`src/isam_defs.svh`:
```
`ifndef ISAM_DEFS_SVH
`define ISAM_DEFS_SVH

// ============================================================
// Register word addresses on the plain register port.
`define ISAM_ADDR_W           4
`define ISAM_DATA_W           16
`define ISAM_OFS_STATUS       4'h0
`define ISAM_OFS_MASK         4'h1
`define ISAM_OFS_CTRL         4'h2
`define ISAM_OFS_OWN_ADDR     4'h3
`define ISAM_OFS_TX_HOLD      4'h4
`define ISAM_OFS_RX_HOLD      4'h5
`define ISAM_OFS_INT_STATUS   4'h6
`define ISAM_OFS_INT_ENABLE   4'h7
`define ISAM_OFS_INT_CLEAR    4'h8

// ============================================================
// Field positions of the serial bus status register.
`define ISAM_ST_ACK_SEEN      15
`define ISAM_ST_MASTER_TX     14
`define ISAM_ST_COLLISION     10
`define ISAM_ST_GEN_CALL      9
`define ISAM_ST_TEN_MATCH     8
`define ISAM_ST_WR_COLLISION  7
`define ISAM_ST_RX_OVERFLOW   6
`define ISAM_ST_DATA_NOT_ADDR 5
`define ISAM_ST_STOP_SEEN     4
`define ISAM_ST_START_SEEN    3
`define ISAM_ST_READ_NOT_WR   2
`define ISAM_ST_RX_FULL       1
`define ISAM_ST_TX_FULL       0

// Field positions of the control register.
`define ISAM_CT_ACCEPT_ALL    11
`define ISAM_CT_TEN_BIT       10
`define ISAM_CT_GEN_CALL_EN   7

// ============================================================
// Address constants, widths and reset values.
`define ISAM_MASK_W           10
`define ISAM_TEN_PREFIX       5'h1e
`define ISAM_GEN_CALL_ADDR    8'h00
`define ISAM_RSV_LOW          4'h0
`define ISAM_RSV_HIGH         4'hf
`define ISAM_MASK_RESET       10'h000
`define ISAM_READ_ZERO        16'h0000

// Interrupt event bit positions.
`define ISAM_EVT_W            8
`define ISAM_EV_ADDR_MATCH    0
`define ISAM_EV_RX_BYTE       1
`define ISAM_EV_COLLISION     2
`define ISAM_EV_WR_COLLISION  3
`define ISAM_EV_OVERFLOW      4
`define ISAM_EV_START         5
`define ISAM_EV_STOP          6
`define ISAM_EV_ACK_SLOT      7

`endif

```
`src/isam_pkg.sv`:
```
`include "isam_defs.svh"

package isam_pkg;

  typedef logic [`ISAM_ADDR_W-1:0] isam_addr_t;
  typedef logic [`ISAM_DATA_W-1:0] isam_data_t;
  typedef logic [`ISAM_EVT_W-1:0]  isam_evt_t;
  typedef logic [`ISAM_MASK_W-1:0] isam_mask_t;

  typedef enum logic [1:0] {
    PH_IDLE   = 2'b00,
    PH_ADDR   = 2'b01,
    PH_TEN_LO = 2'b10,
    PH_DATA   = 2'b11
  } isam_phase_e;

  typedef struct packed {
    isam_evt_t stat;
    isam_evt_t en;
    logic      irq;
  } isam_irq_s;

  typedef struct packed {
    isam_phase_e phase;
    logic        ackSeenFlag;
    logic        masterTxActive;
    logic        collisionFlag;
    logic        generalCallSeen;
    logic        tenBitMatch;
    logic        writeCollisionFlag;
    logic        rxOverflowFlag;
    logic        dataNotAddr;
    logic        stopSeen;
    logic        startSeen;
    logic        readNotWrite;
    logic        rxFullFlag;
    logic        txFullFlag;
    logic        tenHighOk;
    isam_mask_t  addrDontCare;
    logic        acceptAllModeEn;
    logic        tenBitMode;
    logic        generalCallEnable;
    isam_mask_t  ownAddr;
    logic [7:0]  txHoldingReg;
    logic [7:0]  rxHoldingReg;
    isam_data_t  rdData;
    logic        addrAck;
  } isam_core_s;

endpackage

```
`src/isam_addr_match.sv`:
```
`timescale 1ns/100ps
`include "isam_defs.svh"

module isam_addr_match
  import isam_pkg::*;
(
  input  wire logic [7:0]        rxByte,
  input  wire isam_pkg::isam_mask_t ownAddr,
  input  wire isam_pkg::isam_mask_t addrDontCare,
  input  wire logic              tenBitMode,
  input  wire logic              acceptAllModeEn,
  input  wire logic              generalCallEnable,
  input  wire logic              secondByte,
  output logic                   devMatch,
  output logic                   tenHighMatch,
  output logic                   genCallMatch
);

  logic reserved;
  logic [6:0] diff7;
  logic [7:0] diffLo;
  logic [1:0] diffHi;

  // ==========================================================
  // Masked comparison; a one in the mask makes that bit free.
  always_comb begin
    diff7  = (rxByte[7:1] ^ ownAddr[6:0]) & ~addrDontCare[6:0];
    diffLo = (rxByte ^ ownAddr[7:0]) & ~addrDontCare[7:0];
    diffHi = (rxByte[2:1] ^ ownAddr[9:8]) & ~addrDontCare[9:8];
    reserved = (rxByte[7:4] == `ISAM_RSV_LOW) || (rxByte[7:4] == `ISAM_RSV_HIGH);
    genCallMatch = generalCallEnable && (rxByte == `ISAM_GEN_CALL_ADDR);
    tenHighMatch = tenBitMode && !secondByte && (rxByte[7:3] == `ISAM_TEN_PREFIX)
                   && (acceptAllModeEn || (diffHi == 2'h0));
    if (secondByte) begin
      devMatch = acceptAllModeEn || (diffLo == 8'h00);
    end else if (tenBitMode) begin
      devMatch = 1'b0;
    end else begin
      devMatch = acceptAllModeEn || (!reserved && (diff7 == 7'h00));
    end
  end

endmodule

```
`src/isam_irq.sv`:
```
`timescale 1ns/100ps
`include "isam_defs.svh"

module isam_irq
  import isam_pkg::*;
(
  input  wire logic             ref_clk,
  input  wire logic             rst,
  input  wire isam_pkg::isam_evt_t evt,
  input  wire logic             enWr,
  input  wire logic             clrWr,
  input  wire isam_pkg::isam_evt_t wrData,
  output isam_pkg::isam_evt_t   stat,
  output isam_pkg::isam_evt_t   en,
  output logic                  irq
);

  isam_irq_s st_r;
  isam_irq_s st_nxt;

  // ==========================================================
  // Sticky events; a new event wins over a clear in the same cycle.
  always_comb begin
    st_nxt = st_r;
    if (clrWr) begin
      st_nxt.stat = st_r.stat & ~wrData;
    end
    st_nxt.stat = st_nxt.stat | evt;
    if (enWr) begin
      st_nxt.en = wrData;
    end
    st_nxt.irq = |(st_nxt.stat & st_nxt.en);
  end

  always_ff @(posedge ref_clk) begin
    if (rst) begin
      st_r <= '0;
    end else begin
      st_r <= st_nxt;
    end
  end

  assign stat = st_r.stat;
  assign en   = st_r.en;
  assign irq  = st_r.irq;

endmodule

```
`src/isam_status_mask.sv`:
```
// The implementer's own choices: the register offsets and the address-and-strobe port.
`timescale 1ns/100ps
`include "isam_defs.svh"

module isam_status_mask
  import isam_pkg::*;
(
  input  wire logic             ref_clk,
  input  wire logic             rst,
  input  wire isam_pkg::isam_addr_t regAddr,
  input  wire isam_pkg::isam_data_t regWrData,
  input  wire logic             regWr,
  input  wire logic             regRd,
  output isam_pkg::isam_data_t  regRdData,
  input  wire logic             masterMode,
  input  wire logic             busBusy,
  input  wire logic             startDet,
  input  wire logic             restartDet,
  input  wire logic             stopDet,
  input  wire logic             rxByteValid,
  input  wire logic [7:0]       rxShiftReg,
  input  wire logic             ackSlotEnd,
  input  wire logic             ackNack,
  input  wire logic             masterTxBegin,
  input  wire logic             collisionDet,
  input  wire logic             txDone,
  input  wire logic             slaveTxDone,
  output logic [7:0]            txData,
  output logic                  txPending,
  output logic                  addrAck,
  output logic                  irq
);

  isam_core_s core_r;
  isam_core_s core_nxt;

  logic       devMatch;
  logic       tenHighMatch;
  logic       genCallMatch;
  logic       wrStatus;
  logic       wrMask;
  logic       wrCtrl;
  logic       wrOwn;
  logic       wrTx;
  logic       wrIntEn;
  logic       wrIntClr;
  logic       rdRx;
  logic       slaveRx;
  logic       loadRx;
  isam_evt_t  evt;
  isam_evt_t  intStat;
  isam_evt_t  intEn;
  isam_data_t statusWord;
  isam_data_t ctrlWord;

  // ==========================================================
  // Address comparison against the masked own address.
  isam_addr_match u_match (
    .rxByte            (rxShiftReg),
    .ownAddr           (core_r.ownAddr),
    .addrDontCare      (core_r.addrDontCare),
    .tenBitMode        (core_r.tenBitMode),
    .acceptAllModeEn   (core_r.acceptAllModeEn),
    .generalCallEnable (core_r.generalCallEnable),
    .secondByte        (core_r.phase == PH_TEN_LO),
    .devMatch          (devMatch),
    .tenHighMatch      (tenHighMatch),
    .genCallMatch      (genCallMatch)
  );

  // ==========================================================
  // Register port decode.
  always_comb begin
    wrStatus = 1'b0;
    wrMask   = 1'b0;
    wrCtrl   = 1'b0;
    wrOwn    = 1'b0;
    wrTx     = 1'b0;
    wrIntEn  = 1'b0;
    wrIntClr = 1'b0;
    if (regAddr == `ISAM_OFS_STATUS) begin
      wrStatus = regWr;
    end else if (regAddr == `ISAM_OFS_MASK) begin
      wrMask = regWr;
    end else if (regAddr == `ISAM_OFS_CTRL) begin
      wrCtrl = regWr;
    end else if (regAddr == `ISAM_OFS_OWN_ADDR) begin
      wrOwn = regWr;
    end else if (regAddr == `ISAM_OFS_TX_HOLD) begin
      wrTx = regWr;
    end else if (regAddr == `ISAM_OFS_INT_ENABLE) begin
      wrIntEn = regWr;
    end else if (regAddr == `ISAM_OFS_INT_CLEAR) begin
      wrIntClr = regWr;
    end
    rdRx = regRd && (regAddr == `ISAM_OFS_RX_HOLD);
  end

  // ==========================================================
  // Read views of the status and control registers.
  always_comb begin
    statusWord = `ISAM_READ_ZERO;
    statusWord[`ISAM_ST_ACK_SEEN]      = core_r.ackSeenFlag;
    statusWord[`ISAM_ST_MASTER_TX]     = core_r.masterTxActive;
    statusWord[`ISAM_ST_COLLISION]     = core_r.collisionFlag;
    statusWord[`ISAM_ST_GEN_CALL]      = core_r.generalCallSeen;
    statusWord[`ISAM_ST_TEN_MATCH]     = core_r.tenBitMatch;
    statusWord[`ISAM_ST_WR_COLLISION]  = core_r.writeCollisionFlag;
    statusWord[`ISAM_ST_RX_OVERFLOW]   = core_r.rxOverflowFlag;
    statusWord[`ISAM_ST_DATA_NOT_ADDR] = core_r.dataNotAddr;
    statusWord[`ISAM_ST_STOP_SEEN]     = core_r.stopSeen;
    statusWord[`ISAM_ST_START_SEEN]    = core_r.startSeen;
    statusWord[`ISAM_ST_READ_NOT_WR]   = core_r.readNotWrite;
    statusWord[`ISAM_ST_RX_FULL]       = core_r.rxFullFlag;
    statusWord[`ISAM_ST_TX_FULL]       = core_r.txFullFlag;
    ctrlWord = `ISAM_READ_ZERO;
    ctrlWord[`ISAM_CT_ACCEPT_ALL]  = core_r.acceptAllModeEn;
    ctrlWord[`ISAM_CT_TEN_BIT]     = core_r.tenBitMode;
    ctrlWord[`ISAM_CT_GEN_CALL_EN] = core_r.generalCallEnable;
  end

  // ==========================================================
  // Next state of all flags but the interrupt status flags (kept in isam_irq), holding registers and the address phase.
  always_comb begin
    core_nxt = core_r;
    core_nxt.addrAck = 1'b0;
    slaveRx = 1'b0;
    loadRx  = 1'b0;
    evt     = '0;

    // Software side of the register port.
    if (wrStatus) begin
      if (!regWrData[`ISAM_ST_COLLISION]) begin
        core_nxt.collisionFlag = 1'b0;
      end
      if (!regWrData[`ISAM_ST_WR_COLLISION]) begin
        core_nxt.writeCollisionFlag = 1'b0;
      end
      if (!regWrData[`ISAM_ST_RX_OVERFLOW]) begin
        core_nxt.rxOverflowFlag = 1'b0;
      end
    end
    if (wrMask) begin
      core_nxt.addrDontCare = regWrData[`ISAM_MASK_W-1:0];
    end
    if (wrCtrl) begin
      core_nxt.acceptAllModeEn   = regWrData[`ISAM_CT_ACCEPT_ALL];
      core_nxt.tenBitMode        = regWrData[`ISAM_CT_TEN_BIT];
      core_nxt.generalCallEnable = regWrData[`ISAM_CT_GEN_CALL_EN];
    end
    if (wrOwn) begin
      core_nxt.ownAddr = regWrData[`ISAM_MASK_W-1:0];
    end
    if (rdRx) begin
      core_nxt.rxFullFlag = 1'b0;
    end

    // Transmit completion clears first, so a same-cycle write still sets.
    if (txDone) begin
      core_nxt.txFullFlag = 1'b0;
    end
    if (wrTx) begin
      if (busBusy) begin
        core_nxt.writeCollisionFlag = 1'b1;
        evt[`ISAM_EV_WR_COLLISION] = 1'b1;
      end else begin
        core_nxt.txHoldingReg = regWrData[7:0];
        core_nxt.txFullFlag   = 1'b1;
      end
    end

    // Acknowledge slot and master transmit progress.
    if (masterTxBegin) begin
      core_nxt.masterTxActive = 1'b1;
    end
    if (ackSlotEnd) begin
      core_nxt.ackSeenFlag = ackNack;
      evt[`ISAM_EV_ACK_SLOT] = 1'b1;
      if (masterMode && !masterTxBegin) begin
        core_nxt.masterTxActive = 1'b0;
      end
    end
    if (collisionDet && masterMode) begin
      core_nxt.collisionFlag = 1'b1;
      evt[`ISAM_EV_COLLISION] = 1'b1;
    end

    // Bus conditions; a stop ends any slave transaction.
    if (startDet || restartDet) begin
      core_nxt.startSeen = 1'b1;
      core_nxt.stopSeen  = 1'b0;
      core_nxt.phase     = PH_ADDR;
      evt[`ISAM_EV_START] = 1'b1;
      if (startDet) begin
        core_nxt.tenHighOk = 1'b0;
      end
    end else if (stopDet) begin
      core_nxt.startSeen       = 1'b0;
      core_nxt.stopSeen        = 1'b1;
      core_nxt.generalCallSeen = 1'b0;
      core_nxt.tenBitMatch     = 1'b0;
      core_nxt.tenHighOk       = 1'b0;
      core_nxt.phase           = PH_IDLE;
      evt[`ISAM_EV_STOP] = 1'b1;
    end else if (rxByteValid && !masterMode) begin
      case (core_r.phase)
        PH_ADDR: begin
          if (genCallMatch) begin
            core_nxt.generalCallSeen = 1'b1;
            core_nxt.dataNotAddr     = 1'b0;
            core_nxt.readNotWrite    = 1'b0;
            core_nxt.phase           = PH_DATA;
            slaveRx = 1'b1;
          end else if (devMatch) begin
            core_nxt.dataNotAddr  = 1'b0;
            core_nxt.readNotWrite = rxShiftReg[0];
            core_nxt.phase        = PH_DATA;
            slaveRx = 1'b1;
          end else if (tenHighMatch && !rxShiftReg[0]) begin
            core_nxt.tenHighOk = 1'b1;
            core_nxt.phase     = PH_TEN_LO;
            slaveRx = 1'b1;
          end else if (tenHighMatch && core_r.tenHighOk) begin
            core_nxt.dataNotAddr  = 1'b0;
            core_nxt.readNotWrite = 1'b1;
            core_nxt.phase        = PH_DATA;
            slaveRx = 1'b1;
          end else begin
            core_nxt.phase = PH_IDLE;
          end
          core_nxt.addrAck = slaveRx;
          evt[`ISAM_EV_ADDR_MATCH] = slaveRx;
        end
        PH_TEN_LO: begin
          if (devMatch) begin
            core_nxt.tenBitMatch  = 1'b1;
            core_nxt.dataNotAddr  = 1'b0;
            core_nxt.readNotWrite = 1'b0;
            core_nxt.phase        = PH_DATA;
            core_nxt.addrAck      = 1'b1;
            evt[`ISAM_EV_ADDR_MATCH] = 1'b1;
            slaveRx = 1'b1;
          end else begin
            core_nxt.phase     = PH_IDLE;
            core_nxt.tenHighOk = 1'b0;
          end
        end
        PH_DATA: begin
          core_nxt.dataNotAddr = 1'b1;
          slaveRx = 1'b1;
        end
        default: begin
          core_nxt.phase = PH_IDLE;
        end
      endcase
    end

    // A finished slave transmission marks the last byte as data.
    if (slaveTxDone && core_r.phase == PH_DATA) begin
      core_nxt.dataNotAddr = 1'b1;
    end

    // Move the shifted byte to the holding register unless it is unread.
    loadRx = (slaveRx || (rxByteValid && masterMode));
    if (loadRx) begin
      if (core_r.rxFullFlag && !rdRx) begin
        core_nxt.rxOverflowFlag = 1'b1;
        evt[`ISAM_EV_OVERFLOW] = 1'b1;
      end else begin
        core_nxt.rxHoldingReg = rxShiftReg;
        core_nxt.rxFullFlag   = 1'b1;
        evt[`ISAM_EV_RX_BYTE] = 1'b1;
      end
    end

    // Read data stand in the cycle after the strobe; unmapped reads zero.
    core_nxt.rdData = `ISAM_READ_ZERO;
    if (regRd) begin
      if (regAddr == `ISAM_OFS_STATUS) begin
        core_nxt.rdData = statusWord;
      end else if (regAddr == `ISAM_OFS_MASK) begin
        core_nxt.rdData = {6'h00, core_r.addrDontCare};
      end else if (regAddr == `ISAM_OFS_CTRL) begin
        core_nxt.rdData = ctrlWord;
      end else if (regAddr == `ISAM_OFS_OWN_ADDR) begin
        core_nxt.rdData = {6'h00, core_r.ownAddr};
      end else if (regAddr == `ISAM_OFS_TX_HOLD) begin
        core_nxt.rdData = {8'h00, core_r.txHoldingReg};
      end else if (regAddr == `ISAM_OFS_RX_HOLD) begin
        core_nxt.rdData = {8'h00, core_r.rxHoldingReg};
      end else if (regAddr == `ISAM_OFS_INT_STATUS) begin
        core_nxt.rdData = {8'h00, intStat};
      end else if (regAddr == `ISAM_OFS_INT_ENABLE) begin
        core_nxt.rdData = {8'h00, intEn};
      end
    end
  end

  always_ff @(posedge ref_clk) begin
    if (rst) begin
      core_r <= '0;
    end else begin
      core_r <= core_nxt;
    end
  end

  // ==========================================================
  // Interrupt status, enable and clear.
  isam_irq u_irq (
    .ref_clk (ref_clk),
    .rst     (rst),
    .evt     (evt),
    .enWr    (wrIntEn),
    .clrWr   (wrIntClr),
    .wrData  (regWrData[`ISAM_EVT_W-1:0]),
    .stat    (intStat),
    .en      (intEn),
    .irq     (irq)
  );

  assign regRdData = core_r.rdData;
  assign txData    = core_r.txHoldingReg;
  assign txPending = core_r.txFullFlag;
  assign addrAck   = core_r.addrAck;

endmodule

```
`config.mk`:
```
export PLATFORM = sky130hd
export DESIGN_NAME = isam_status_mask
export DESIGN_NICKNAME = d
export VERILOG_FILES = /design/src/isam_pkg.sv /design/src/isam_addr_match.sv /design/src/isam_irq.sv /design/src/isam_status_mask.sv
export VERILOG_INCLUDE_DIRS = /design/src
export SDC_FILE = /design/constraint.sdc
export NUM_CORES = 1
export LEC_CHECK = 0
export BUFFER_PORTS_ARGS = -buffer_cell sky130_fd_sc_hd__buf_2
export CORE_MARGIN = 2
export CORE_UTILIZATION = 50
export CTS_CLUSTER_DIAMETER = 200
export DETAILED_ROUTE_END_ITERATION = 10
export GPL_TIMING_DRIVEN = 0
export PLACE_DENSITY = 0.69
export SYNTH_ARGS = -nofsm -noshare
export SYNTH_HDL_FRONTEND = slang
export SYNTH_SLANG_ARGS = --single-unit
```
`constraint.sdc`:
```
create_clock -name ref_clk -period 3.7 [get_ports ref_clk]
set_clock_uncertainty 0.1 [all_clocks]
set_input_delay 1.11 -clock ref_clk [delete_from_list [all_inputs] [get_ports ref_clk]]
set_output_delay 1.11 -clock ref_clk [all_outputs]
set_load 0.03 [all_outputs]
```
Word level (Yosys, flattened, before mapping)
Cells that the tools add are included.
{ "word_totals": {"elab_cells": 261, "ff_bits": 89, "input_bits": 44, "output_inout_bits": 27} }
{ "classes": {"eq_ne": 28, "n_bitwise": 19, "n_mux": 124, "reduce_logical": 60} }
{ "op_table": {"columns": ["operator", "n"], "rows": [
  ["1-bit two-way mux", 100],
  ["8-bit two-way mux", 6],
  ["8-bit bitwise AND", 3],
  ["12-bit two-way mux", 2],
  ["4-bit != test (second input constant)", 6],
  ["7-bit AND reduction", 3],
  ["2-bit nonzero test", 9],
  ["4-bit by 3-bit equality test with 1-bit output (second input constant)", 4],
  ["8-bit zero test", 2],
  ["16-bit two-way mux", 1],
  ["2-bit two-way mux", 8],
  ["8-bit NOT", 2],
  ["1-bit logical AND", 14],
  ["10-bit two-way mux", 1],
  ["5-bit != test (second input constant)", 2],
  ["2-bit AND reduction", 5],
  ["9-bit OR reduction", 1],
  ["4-bit by 2-bit equality test with 1-bit output (second input constant)", 2],
  ["4-bit equality test (second input constant)", 2],
  ["4-bit zero test", 2],
  ["8-bit OR", 1],
  ["4-bit AND reduction", 2],
  ["4-bit nonzero test", 2],
  ["8-bit OR reduction", 1],
  ["26 further kinds", 50]
]} }

Logic depth before layout (Yosys ltp)
Gate-level depths: netlist of the first run.
{ "depth": {"ltp_word": 19, "ltp_mapped": 9, "depth_no_buf": 9} }

Cells and area by module
Synthesis of the first run repeated with hierarchy kept, for this count alone.
{ "unflattened": {"cells_unflattened": 474, "area_unflattened_um2": 4405.5} }
{ "modules_own_cells": {"columns": ["mod", "instances", "seq_area_each_um2", "cells_each", "area_each_um2"], "rows": [
  ["isam_status_mask", 1, 1401.3, 367, 3470.8],
  ["isam_irq", 1, 340.3, 67, 624.3],
  ["isam_addr_match", 1, 0.0, 40, 310.3]
]} }

Least setup slack after synthesis of the first run
Ideal clock, no wire load.
{ "synth_path": {"path_kind": "input -> register", "startpoint": "in regAddr[1]", "endpoint": "reg u_irq.st_r, in the netlist u_irq.irq", "setup_time_ns": 0.137, "required_time_ns": 3.463, "setup_slack_ns": 0.386, "t_arrival_ns": 3.077, "path_buffers": 1, "stages": 8, "path_cell_list": "clkbuf_1 nand2_1 nor2_1 mux2_2 a222oi_1 a41oi_1 a211oi_1 o221ai_1"} }
{ "synth_between": {"elab_chain_cells": 12, "elab_cells_between_ends": 39, "classes_between": "eq/ne: 7; mux: 25; bitwise: 2; reduce/logical: 5"} }
{ "synth_rtl": {"columns": ["item", "line", "text"], "rows": [
  ["start: declaration", "isam_status_mask.sv:10", "input wire isam_pkg::isam_addr_t regAddr,"],
  ["4-bit equality test (no source line)", null, null],
  ["1-bit two-way mux", "isam_status_mask.sv:93", "end else if (regAddr == `ISAM_OFS_INT_CLEAR) begin"],
  ["1-bit two-way mux", "isam_status_mask.sv:91", "end else if (regAddr == `ISAM_OFS_INT_ENABLE) begin"],
  ["1-bit two-way mux", "isam_status_mask.sv:89", "end else if (regAddr == `ISAM_OFS_TX_HOLD) begin"],
  ["1-bit two-way mux", "isam_status_mask.sv:87", "end else if (regAddr == `ISAM_OFS_OWN_ADDR) begin"],
  ["1-bit two-way mux", "isam_status_mask.sv:85", "end else if (regAddr == `ISAM_OFS_CTRL) begin"],
  ["1-bit two-way mux", "isam_status_mask.sv:83", "end else if (regAddr == `ISAM_OFS_MASK) begin"],
  ["1-bit two-way mux", "isam_status_mask.sv:81", "if (regAddr == `ISAM_OFS_STATUS) begin"],
  ["8-bit two-way mux", "isam_irq.sv:25", "if (clrWr) begin"],
  ["8-bit OR", "isam_irq.sv:28", "st_nxt.stat = st_nxt.stat | evt;"],
  ["8-bit bitwise AND (*)", "isam_irq.sv:32", "st_nxt.irq = |(st_nxt.stat & st_nxt.en);"],
  ["8-bit OR reduction (*)", "isam_irq.sv:32", null],
  ["end signal: assignment", "isam_irq.sv:39", "st_r <= st_nxt;"],
  ["end: declaration", "isam_irq.sv:18", "isam_irq_s st_r;"]
]} }
Mark *: on every way between the ends. The rest lies on a longest branch, timed or not.
A chain may end at the register's enable or synchronous reset.

Worst setup path in the final report of the first run
{ "layout_path": {"startpoint": "in rxShiftReg[2]", "endpoint": "reg core_r[21] (netlist bit)"} }
{ "layout_between": {"elab_chain_cells": 16, "elab_cells_between_ends": 31, "classes_between": "mux: 11; bitwise: 6; reduce/logical: 14"} }
{ "layout_rtl": {"columns": ["item", "line", "text"], "rows": [
  ["start: declaration", "isam_status_mask.sv:21", "input wire logic [7:0] rxShiftReg,"],
  ["2-bit XOR", "isam_addr_match.sv:29", "diffHi = (rxByte[2:1] ^ ownAddr[9:8]) & ~addrDontCare[9:8];"],
  ["2-bit bitwise AND", "isam_addr_match.sv:29", null],
  ["2-bit zero test", "isam_addr_match.sv:33", "&& (acceptAllModeEn || (diffHi == 2'h0));"],
  ["1-bit logical OR", "isam_addr_match.sv:33", null],
  ["1-bit logical AND", "isam_addr_match.sv:32", "tenHighMatch = tenBitMode && !secondByte && (rxByte[7:3] == `ISAM_TEN_PREFIX)"],
  ["1-bit logical AND", "isam_status_mask.sv:223", "end else if (tenHighMatch && core_r.tenHighOk) begin"],
  ["1-bit two-way mux", "isam_status_mask.sv:223", null],
  ["1-bit two-way mux", "isam_status_mask.sv:219", "end else if (tenHighMatch && !rxShiftReg[0]) begin"],
  ["1-bit two-way mux", "isam_status_mask.sv:214", "end else if (devMatch) begin"],
  ["1-bit two-way mux", "isam_status_mask.sv:208", "if (genCallMatch) begin"],
  ["1-bit case mux with 3 select lines (*)", "isam_status_mask.sv:206", "case (core_r.phase)"],
  ["1-bit two-way mux (*)", "isam_status_mask.sv:205", "end else if (rxByteValid && !masterMode) begin"],
  ["1-bit two-way mux (*)", "isam_status_mask.sv:197", "end else if (stopDet) begin"],
  ["1-bit two-way mux (*)", "isam_status_mask.sv:189", "if (startDet || restartDet) begin"],
  ["1-bit logical OR (*)", "isam_status_mask.sv:264", "loadRx = (slaveRx || (rxByteValid && masterMode));"],
  ["2-bit AND reduction (no source line) (*)", null, null],
  ["end signal: assignment", "isam_status_mask.sv:303", "core_r <= core_nxt;"],
  ["end: declaration", "isam_status_mask.sv:34", "isam_core_s core_r;"]
]} }
Marks and branches as above.

==> results.md, run 1 <==
* Final period utilization at 94.4%
* Slew Limit Fails at 0
* DRC viols at 0
* Detailed Place HPWL at 10500 um
* Post-synthesis mux area share at 10.6%
* Die ar. at 9870 um2
* Die W at 99.4 um
* Status: finished, final reports clean
* Core area at 8760 um2
* Final setup viols at 0
* IO Count at 71
* HP Class: reg -> reg
* Max_cap viols at 0
* Clock sinks at 87
* Reg clk slew, reported paths at 0.08 ns
* Mapped Avg Cell Area at 8.47 um2
* 1st-iter DRT viols at 454
* Flop and latch count out of synthesis at 87
* CTS tree: built
* Asr flop ratio synth at 0%
* Tightest Pin Transition at 0.810 ns
* Simple-gate area share of the yosys netlist at 19.0%
* Main combinational cell family by area after synthesis: compound AO/OA/AOI/OAI gates
* Max Buffers Root-to-Sink at 2
* Fillers at 810
* Dpl cells at 706
* Pwr Total at 0.00187 W
* Pwr Density at 361 nW/um2
* Final Hold Fails at 0
* CP max stage cell: o41ai_2
* Post-Synth Adder-Cell Area at 1.38%
* Initial Utilization at 51.9%
* Die Y-Extent at 99.4 um
* GRT Residual Overflow at 0
* Xor and xnor area share after synthesis at 3.08%
* Post-layout minimum cycle time at 3.49 ns
* First-pass GRT wire length at 21500 um
* Seq/Total Area, Yosys at 38.3%
* Crit path arrival time at 3.68 ns
* CP Launch Type: primary input
* Vias in the first global route at 3929
* # diodes at 0
* Pin count of the biggest net entering global routing at 16
* Critical path cell sequence: clkbuf_1 -> xnor2_1 -> o22ai_1 -> o41ai_2 -> nand2_1 -> a311oi_4 -> mux2i_1
* Initial DRT Pass Iterations at 5
* Nets@finish at 658
* H-tree level count at 3
* Row count at 34
* RSZ-0062 raised after global routing: false
* Vias per inst at 5.93
* Routability cong. at 1.03
* VDD IR max at 171 uV
* Post-Synthesis Cells at 537
* Compound-gate portion of the synthesized area at 20.0%
* Initial antenna violation count at 0
* Syn-to-layout area delta at 14.1%
* Synth Flop Type: dfxtp_1
* Global-route usage over all layers at 28.1%
* Mapped cell area at 4550 um2
* Leakage at 2.12 nW
* Num CTS Buffers at 9
* Worst-Skew Late Latency at 0.36 ns
* Non-Filler Instances at 722
* Kind of capture point of the worst setup path: flop
* Routed Wire Length at 13800 um
* Required @ worst endpoint at 3.88 ns
* Max incr delay on CP at 0.69 ns
* Port bufs at 60
* Yosys cell types at 59
* Root Buffer: clkbuf_8
* Post-synth EDFFs at 0
* Largest fanout on the critical path at 8
* Ys Warns at 0
* Maximum achievable frequency at 286 MHz
* Wire per inst at 19.1 um
* Critical path class: in -> reg
* Final ANT Viol Nets at 0
* Share of post-route cells with drive strength above 1 at 21.8%
* Slew headroom at 45.9%
* Detailed-route via count at 4280
[logic make-up (layout without fill, tap and decap cells)]
group,count (synthesis),count (layout)
other,1,2
muxes,45,45
xor gates and xnor gates,16,16
buffers and inverters,66,142
adders and majority gates,5,5
and+or+nand+nor,186,186
AOI/OAI and AO/OA,131,131
DFF,87,87
[sequential cells by signal, indices dropped and copies added (netlist names)]
| name | cells |
|---|---|
| core_r | 46 |
| regRdData | 14 |
| txData | 8 |
| u_irq.en | 8 |
| u_irq.stat | 8 |
| addrAck | 1 |
| txPending | 1 |
| u_irq.irq | 1 |
[cell usage after synthesis (3+ instances only)]
master    number  area share, %
nor2_1        43            3.5
inv_1         13            1.1
o21ai_0       13            1.4
dfxtp_1       87             38
mux2i_1       27            5.9
and3_1         6           0.83
a21oi_1       48            5.3
buf_4         25            4.1
ha_1           5            1.4
nor3_1         7           0.77
a21o_1         8            1.3
a22oi_1        6           0.99
o22ai_1       15            2.1
clkbuf_1      24            2.0
a21boi_0       4           0.66
nand3_1       17            1.9
and2_1         8            1.1
xnor2_1       16            3.1
nand2b_1       3           0.41
mux2_2        17            4.2
a222oi_1       8            1.8
nand2_1       77            6.4
a211oi_1       3           0.50
or2_2          3           0.41
nor2b_1        5           0.69
o31ai_1        5           0.83
buf_1          4           0.33
[through the flow]
step | setup slack [ns] | setup TNS, ns | instance area [um2] | utilization (%) | hold WS [ns]
6_report | 0.208 | 0 | 5190 | 59.2 | 0.363
5_1_grt | 0.0523 | 0 | 5190 | 59.2 | 0.384
4_1_cts | 0.114 | 0 | 5180 | 59.1 | 0.363
3_5_place_dp | -0.261 | -2.80 | 4990 | 56.9 | 0.350
3_3_place_gp | -0.244 | -2.35 | 4990 | 56.9 | 0.347
2_1_floorplan | 0.386 | 0 | 4550 | - | 0.332
[final cells by class]
| cell class | instances | area, um2 | area share, % |
|---|---|---|---|
| inverters | 13 | 48.8 | 0.941 |
| repair buffers | 60 | 300 | 5.79 |
| multi-input cells | 385 | 2470 | 47.6 |
| clock buffers | 9 | 124 | 2.39 |
| well taps | 108 | 135 | 2.61 |
| clock inverters | 7 | 72.6 | 1.40 |
| plain buffers | 53 | 294 | 5.67 |
| flip-flops and latches | 87 | 1740 | 33.6 |
[worst paths after layout]
kind / startpoint / to / slack (ns) / cells after the start
worst max-delay path: rxShiftReg[2] / core_r[21]$_SDFFE_PP0P_ / 0.21 / 7
worst min-delay path: core_r[18]$_SDFFE_PP0P_ / core_r[18]$_SDFFE_PP0P_ / 0.36 / 2
worst max register to register: core_r[36]$_SDFFE_PP0P_ / core_r[21]$_SDFFE_PP0P_ / 0.87 / 6
worst min register to register: core_r[18]$_SDFFE_PP0P_ / core_r[18]$_SDFFE_PP0P_ / 0.36 / 2
[cells in the final DEF (no fill, tap or decap), drive strengths merged, types with 14 or more instances in the layout]
cell type and instances:
nand3 17, clkbuf 34, mux2i 27, o21ai 14, dfxtp 87, nand2 78
nor2 43, o22ai 15, buf 88, a21oi 48, mux2 17, xnor2 16
inv 14
[power by group]
group	total (W)	switching (W)	internal (W)
registers	0.000968	0.0000132	0.000954
logic	0.000232	0.000150	0.0000824
clock network	0.000673	0.000360	0.000313
total	0.00187	0.000523	0.00135
[critical path: cells and delay by family]
family          cells  cell delay [ns]
mux                 1             0.25
xor+xnor            1             0.17
compound gates      3             1.45
buf+inv             1             0.33
simple gates        1             0.36
[per-layer routing]
metal / part of all wire [%] / vias to the layer above / wire length, um / GRT usage (%)
met2: 45 / 226 / 6260 / 44.6
met3: 8.9 / 27 / 1220 / 3.30
li1: - / 2022 / - / -
met5: 0 / - / 0 / 0
met4: 2.1 / 0 / 296 / 8.64
met1: 44 / 2005 / 6000 / 40.1
[repair_timing]
action                     CTS  global route
gates resized for setup      0             2
setup endpoints to repair    0             8
buffers inserted             0             0
hold buffers                 0             0
(Power assumes the default switching activity.)
==> run 2, diff against run 1 <==
--- a/config.mk
+++ b/config.mk
@@ -6,6 +6,7 @@
 export SDC_FILE = /design/constraint.sdc
 export NUM_CORES = 1
 export LEC_CHECK = 0
+export ABC_AREA = 1
 export BUFFER_PORTS_ARGS = -buffer_cell sky130_fd_sc_hd__buf_2
 export CORE_MARGIN = 2
 export CORE_UTILIZATION = 50
==> constraint.sdc (replaced) <==
create_clock -name ref_clk -period 4.2 [get_ports ref_clk]
set_clock_uncertainty 0.1 [all_clocks]
set_input_delay 1.26 -clock ref_clk [delete_from_list [all_inputs] [get_ports ref_clk]]
set_output_delay 1.26 -clock ref_clk [all_outputs]
set_load 0.03 [all_outputs]
==> run 2 against run 1 <==
Net effect:
- clock power increased by 3%
- critical path type unchanged
- hold slack got worse by 0.026 ns
- combinational power decreased by 17%
- via count increased by 1.6%
- register-to-register slack improved by 0.82 ns
- worst setup slack improved by 1.0 ns
- die area decreased by 4.4%
- design area decreased by 2.9%
- sequential power decreased by 11%
- sequential cell count unchanged
==> results.md, run 2 <==
* Final Hold Fails at 0 (unchanged)
* Commonest non-fill, non-tap cells in the layout: nand2_1, dfxtp_1, inv_1
* Slew headroom at 54.8% (+8.9 points)
* Post-synth EDFFs at 0 (unchanged)
* Pin count of the biggest net entering global routing at 15 (-1)
* GRT Residual Overflow at 0 (unchanged)
* Post-Synth Adder-Cell Area at 1.44% (+0.065 points)
* Clock power frac at 39.6% (+3.7 points)
* Main combinational cell family by area after synthesis: compound AO/OA/AOI/OAI gates
* Kind of capture point of the worst setup path: flop
* GRT met1 Usage at 37.2% (-3.0 points)
* Gates resized, CTS repair at 0 (unchanged)
* Ys Warns at 0 (unchanged)
* Nets@finish at 751 (+14%)
* Worst-Skew Late Latency at 0.37 ns (about the same)
* VDD IR max at 164 uV (-4.1%)
* Maximum achievable frequency at 335 MHz
* Simple-gate area share of the yosys netlist at 20.3% (+1.3 points)
* Share of post-route cells with drive strength above 1 at 18.1% (-3.7 points)
* Clock sinks at 87 (unchanged)
* Mapped Avg Cell Area at 6.93 um2 (-18%)
* Tightest Pin Transition at 0.675 ns (-0.134 ns)
* Routed Wire Length at 12700 um (-7.5%)
* GR peak layer: met2
* Crit path arrival time at 3.20 ns (-0.48 ns)
* IO Count at 71 (unchanged)
* Comb power frac at 11.1% (-1.3 points)
* Met3 global-route usage at 3.96% (+0.65 points)
* Global-route usage over all layers at 27.4% (-0.72 points)
* Seq/Total Area, Yosys at 40.1% (+1.8 points)
* RSZ-0062 raised after global routing: false
* Core area at 8300 um2 (-5.3%)
* Detailed Place HPWL at 9610 um (-8.3%)
* Final total negative setup slack at 0 ns (unchanged)
* Die Y-Extent at 97.2 um (-2.2%)
* CP max stage cell: buf_6
* Compound-gate portion of the synthesized area at 23.4% (+3.4 points)
* Number of flip-flops under the largest register name at 46 (unchanged)
* # diodes at 0 (unchanged)
* Mapped cell area at 4340 um2 (-4.5%)
* Post-synthesis mux area share at 0% (-11 points)
* Max Buffers Root-to-Sink at 2 (unchanged)
* Status: finished, final reports clean
* First-pass GRT wire length at 20400 um (-5.4%)
* Top reg by flops: core_r
* Post-Synthesis Cells at 626 (+17%)
* Asr flop ratio synth at 0% (unchanged)
* Synth Flop Type: dfxtp_1
* CP Launch Type: primary input
* Slew Limit Fails at 0 (unchanged)
* Max incr delay on CP at 0.16 ns (-0.53 ns)
* Critical path cell sequence: buf_2 -> inv_2 -> nand2_1 -> nand3_1 -> nand2_1 -> nor2_1 -> nand2_1 -> nand2_1 -> nand2_1 -> nand4_1 -> nand2_1 -> nand2_1 -> nand2_1 -> nand2_1 -> nand3_2 -> inv_2 -> buf_6 -> o21ai_1 -> a21oi_1
* CTS tree: built
* Largest cells by area after synthesis: dfxtp_1, nand2_1, o21ai_0
* Hold buffers post-CTS at 0 (unchanged)
* Most frequent cell after synthesis: nand2_1
* P_int at 0.00130 W (-4.0%)
* Final period utilization at 71.1%
* Worst R2R Setup Slack at 1.69 ns (+0.82 ns)
* Detailed-route via count at 4349 (+1.6%)
* Initial Utilization at 52.3% (+0.41 points)
* Final ANT Viol Nets at 0 (unchanged)
* Post-CTS Setup Inserts at 0 (unchanged)
* Post-synth top cells: nand2_1, dfxtp_1, inv_1
* Psw at 0.000451 W (-14%)
* Top-area cell type share of the netlist area at 40.1% (+1.8 points)
* Leakage at 2.26 nW (+6.8%)
* Required @ worst endpoint at 4.41 ns (+0.53 ns)
* Reg clk slew, reported paths at 0.10 ns (+0.02 ns)
* DRC viols at 0 (unchanged)
* 1st-iter DRT viols at 267 (-41%)
* Initial DRT Pass Iterations at 5 (unchanged)
* GR Util met2 at 43.0% (-1.6 points)
* Die ar. at 9440 um2 (-4.4%)
* Most common cell after layout, fill and taps aside: nand2_1
* Fin Hold WS at 0.337 ns (-0.0263 ns)
* Flop and latch count out of synthesis at 87 (unchanged)
* Yosys cell types at 36 (-39%)
* Die W at 97.2 um (-2.2%)
* Max_cap viols at 0 (unchanged)
* Critical path class: in -> reg
* Critical path's most frequent cell: nand2_1
* Xor and xnor area share after synthesis at 0% (-3.1 points)
* Vias per inst at 5.36 (-9.7%)
* Register share of total power at 49.3% (-2.4 points)
* HP Class: reg -> reg
* Wire per inst at 15.7 um (-18%)
* Final setup viols at 0 (unchanged)
* Root Buffer: clkbuf_8
* Pwr Density at 347 nW/um2 (-4.0%)
* Post-synth top area cell: dfxtp_1
* Post-layout minimum cycle time at 2.99 ns
* H-tree level count at 3 (unchanged)
* Net Sw Frac at 25.8% (-2.1 points)
* Num CTS Buffers at 9 (unchanged)
* Initial antenna violation count at 0 (unchanged)
* Largest fanout on the critical path at 10 (+2)
* Routability cong. at 0.919 (-11%)
* Syn-to-layout area delta at 16.1%
* Port bufs at 64 (+6.7%)
* Row count at 33 (-2.9%)
* Vias in the first global route at 4081 (+3.9%)
## run 2: cell types whose count changed after synthesis, moves of 16 or more
cell,before,now
a21oi_1,48,75
inv_1,13,83
mux2i_1,27,0
o21ai_0,13,79
nand3_1,17,36
nand2_1,77,108
xnor2_1,16,0
mux2_2,17,0
## run 2: worst max-delay path, delay by kind of cell
kind	cells	cell delay, ns
AOI/OAI and AO/OA	2	0.19
buffers and inverters	4	0.56
and+or+nand+nor	13	1.16
## run 2: path summary, 6_finish.rpt
| check | startpoint | end | depth (start not counted) |
|---|---|---|---|
| max | rxShiftReg[3] | core_r[24]$_SDFFE_PP0P_ | 19 |
| min | core_r[69]$_SDFFE_PP0P_ | regRdData[15]$_SDFF_PP0_ | 2 |
| max reg2reg | core_r[70]$_SDFFE_PP0P_ | core_r[24]$_SDFFE_PP0P_ | 16 |
| min reg2reg | core_r[69]$_SDFFE_PP0P_ | regRdData[15]$_SDFF_PP0_ | 2 |
## run 2: area by class of cell
type | count | area, um2
Clock buffer | 12 | 165
Inverter | 98 | 370
Multi-Input combinational cell | 401 | 1960
Sequential cell | 87 | 1740
Fill cell | 814 | 3260
Buffer | 41 | 268
Timing Repair Buffer | 64 | 320
Tap cell | 105 | 131
Clock inverter | 4 | 76.3
## run 2: per-stage QoR
stage | setup WS (ns) | util [%] | instance area, um2 | instances | total power [W]
after global routing | 0.976 | 60.7 | 5040 | 812 | 0.00182
after detailed placement | 0.878 | 57.8 | 4800 | 796 | 0.00107
after CTS | 1.26 | 60.7 | 5040 | 812 | 0.00175
after floorplan | 1.32 | - | 4340 | 627 | 0.000996
final | 1.21 | 60.7 | 5040 | 812 | 0.00175
after global placement | 0.915 | 57.8 | 4800 | 796 | 0.00107
## run 2: layer usage
metal	up-vias	wire, um	share of wire (%)
li1	2181	-	-
met3	29	935	7.3
met2	169	5740	45
met4	0	398	3.1
met5	-	0	0
met1	1970	5670	44
## run 2: kinds of logic (layout without fill, tap and decap cells)
group,Yosys count,after routing
and+or+nand+nor,206,206
AOI/OAI and AO/OA,188,188
buffers and inverters,139,219
DFF,87,87
adders and majority gates,5,5
other,1,2
## run 2: power by group through the flow
stage	clock, W	combinational (W)	sequential (W)
after detailed placement	0	0.000191	0.000880
after floorplan	0	0.000117	0.000878
after CTS	0.000699	0.000191	0.000861
after global routing	0.000737	0.000215	0.000865
after global placement	0	0.000188	0.000879
final	0.000692	0.000193	0.000861
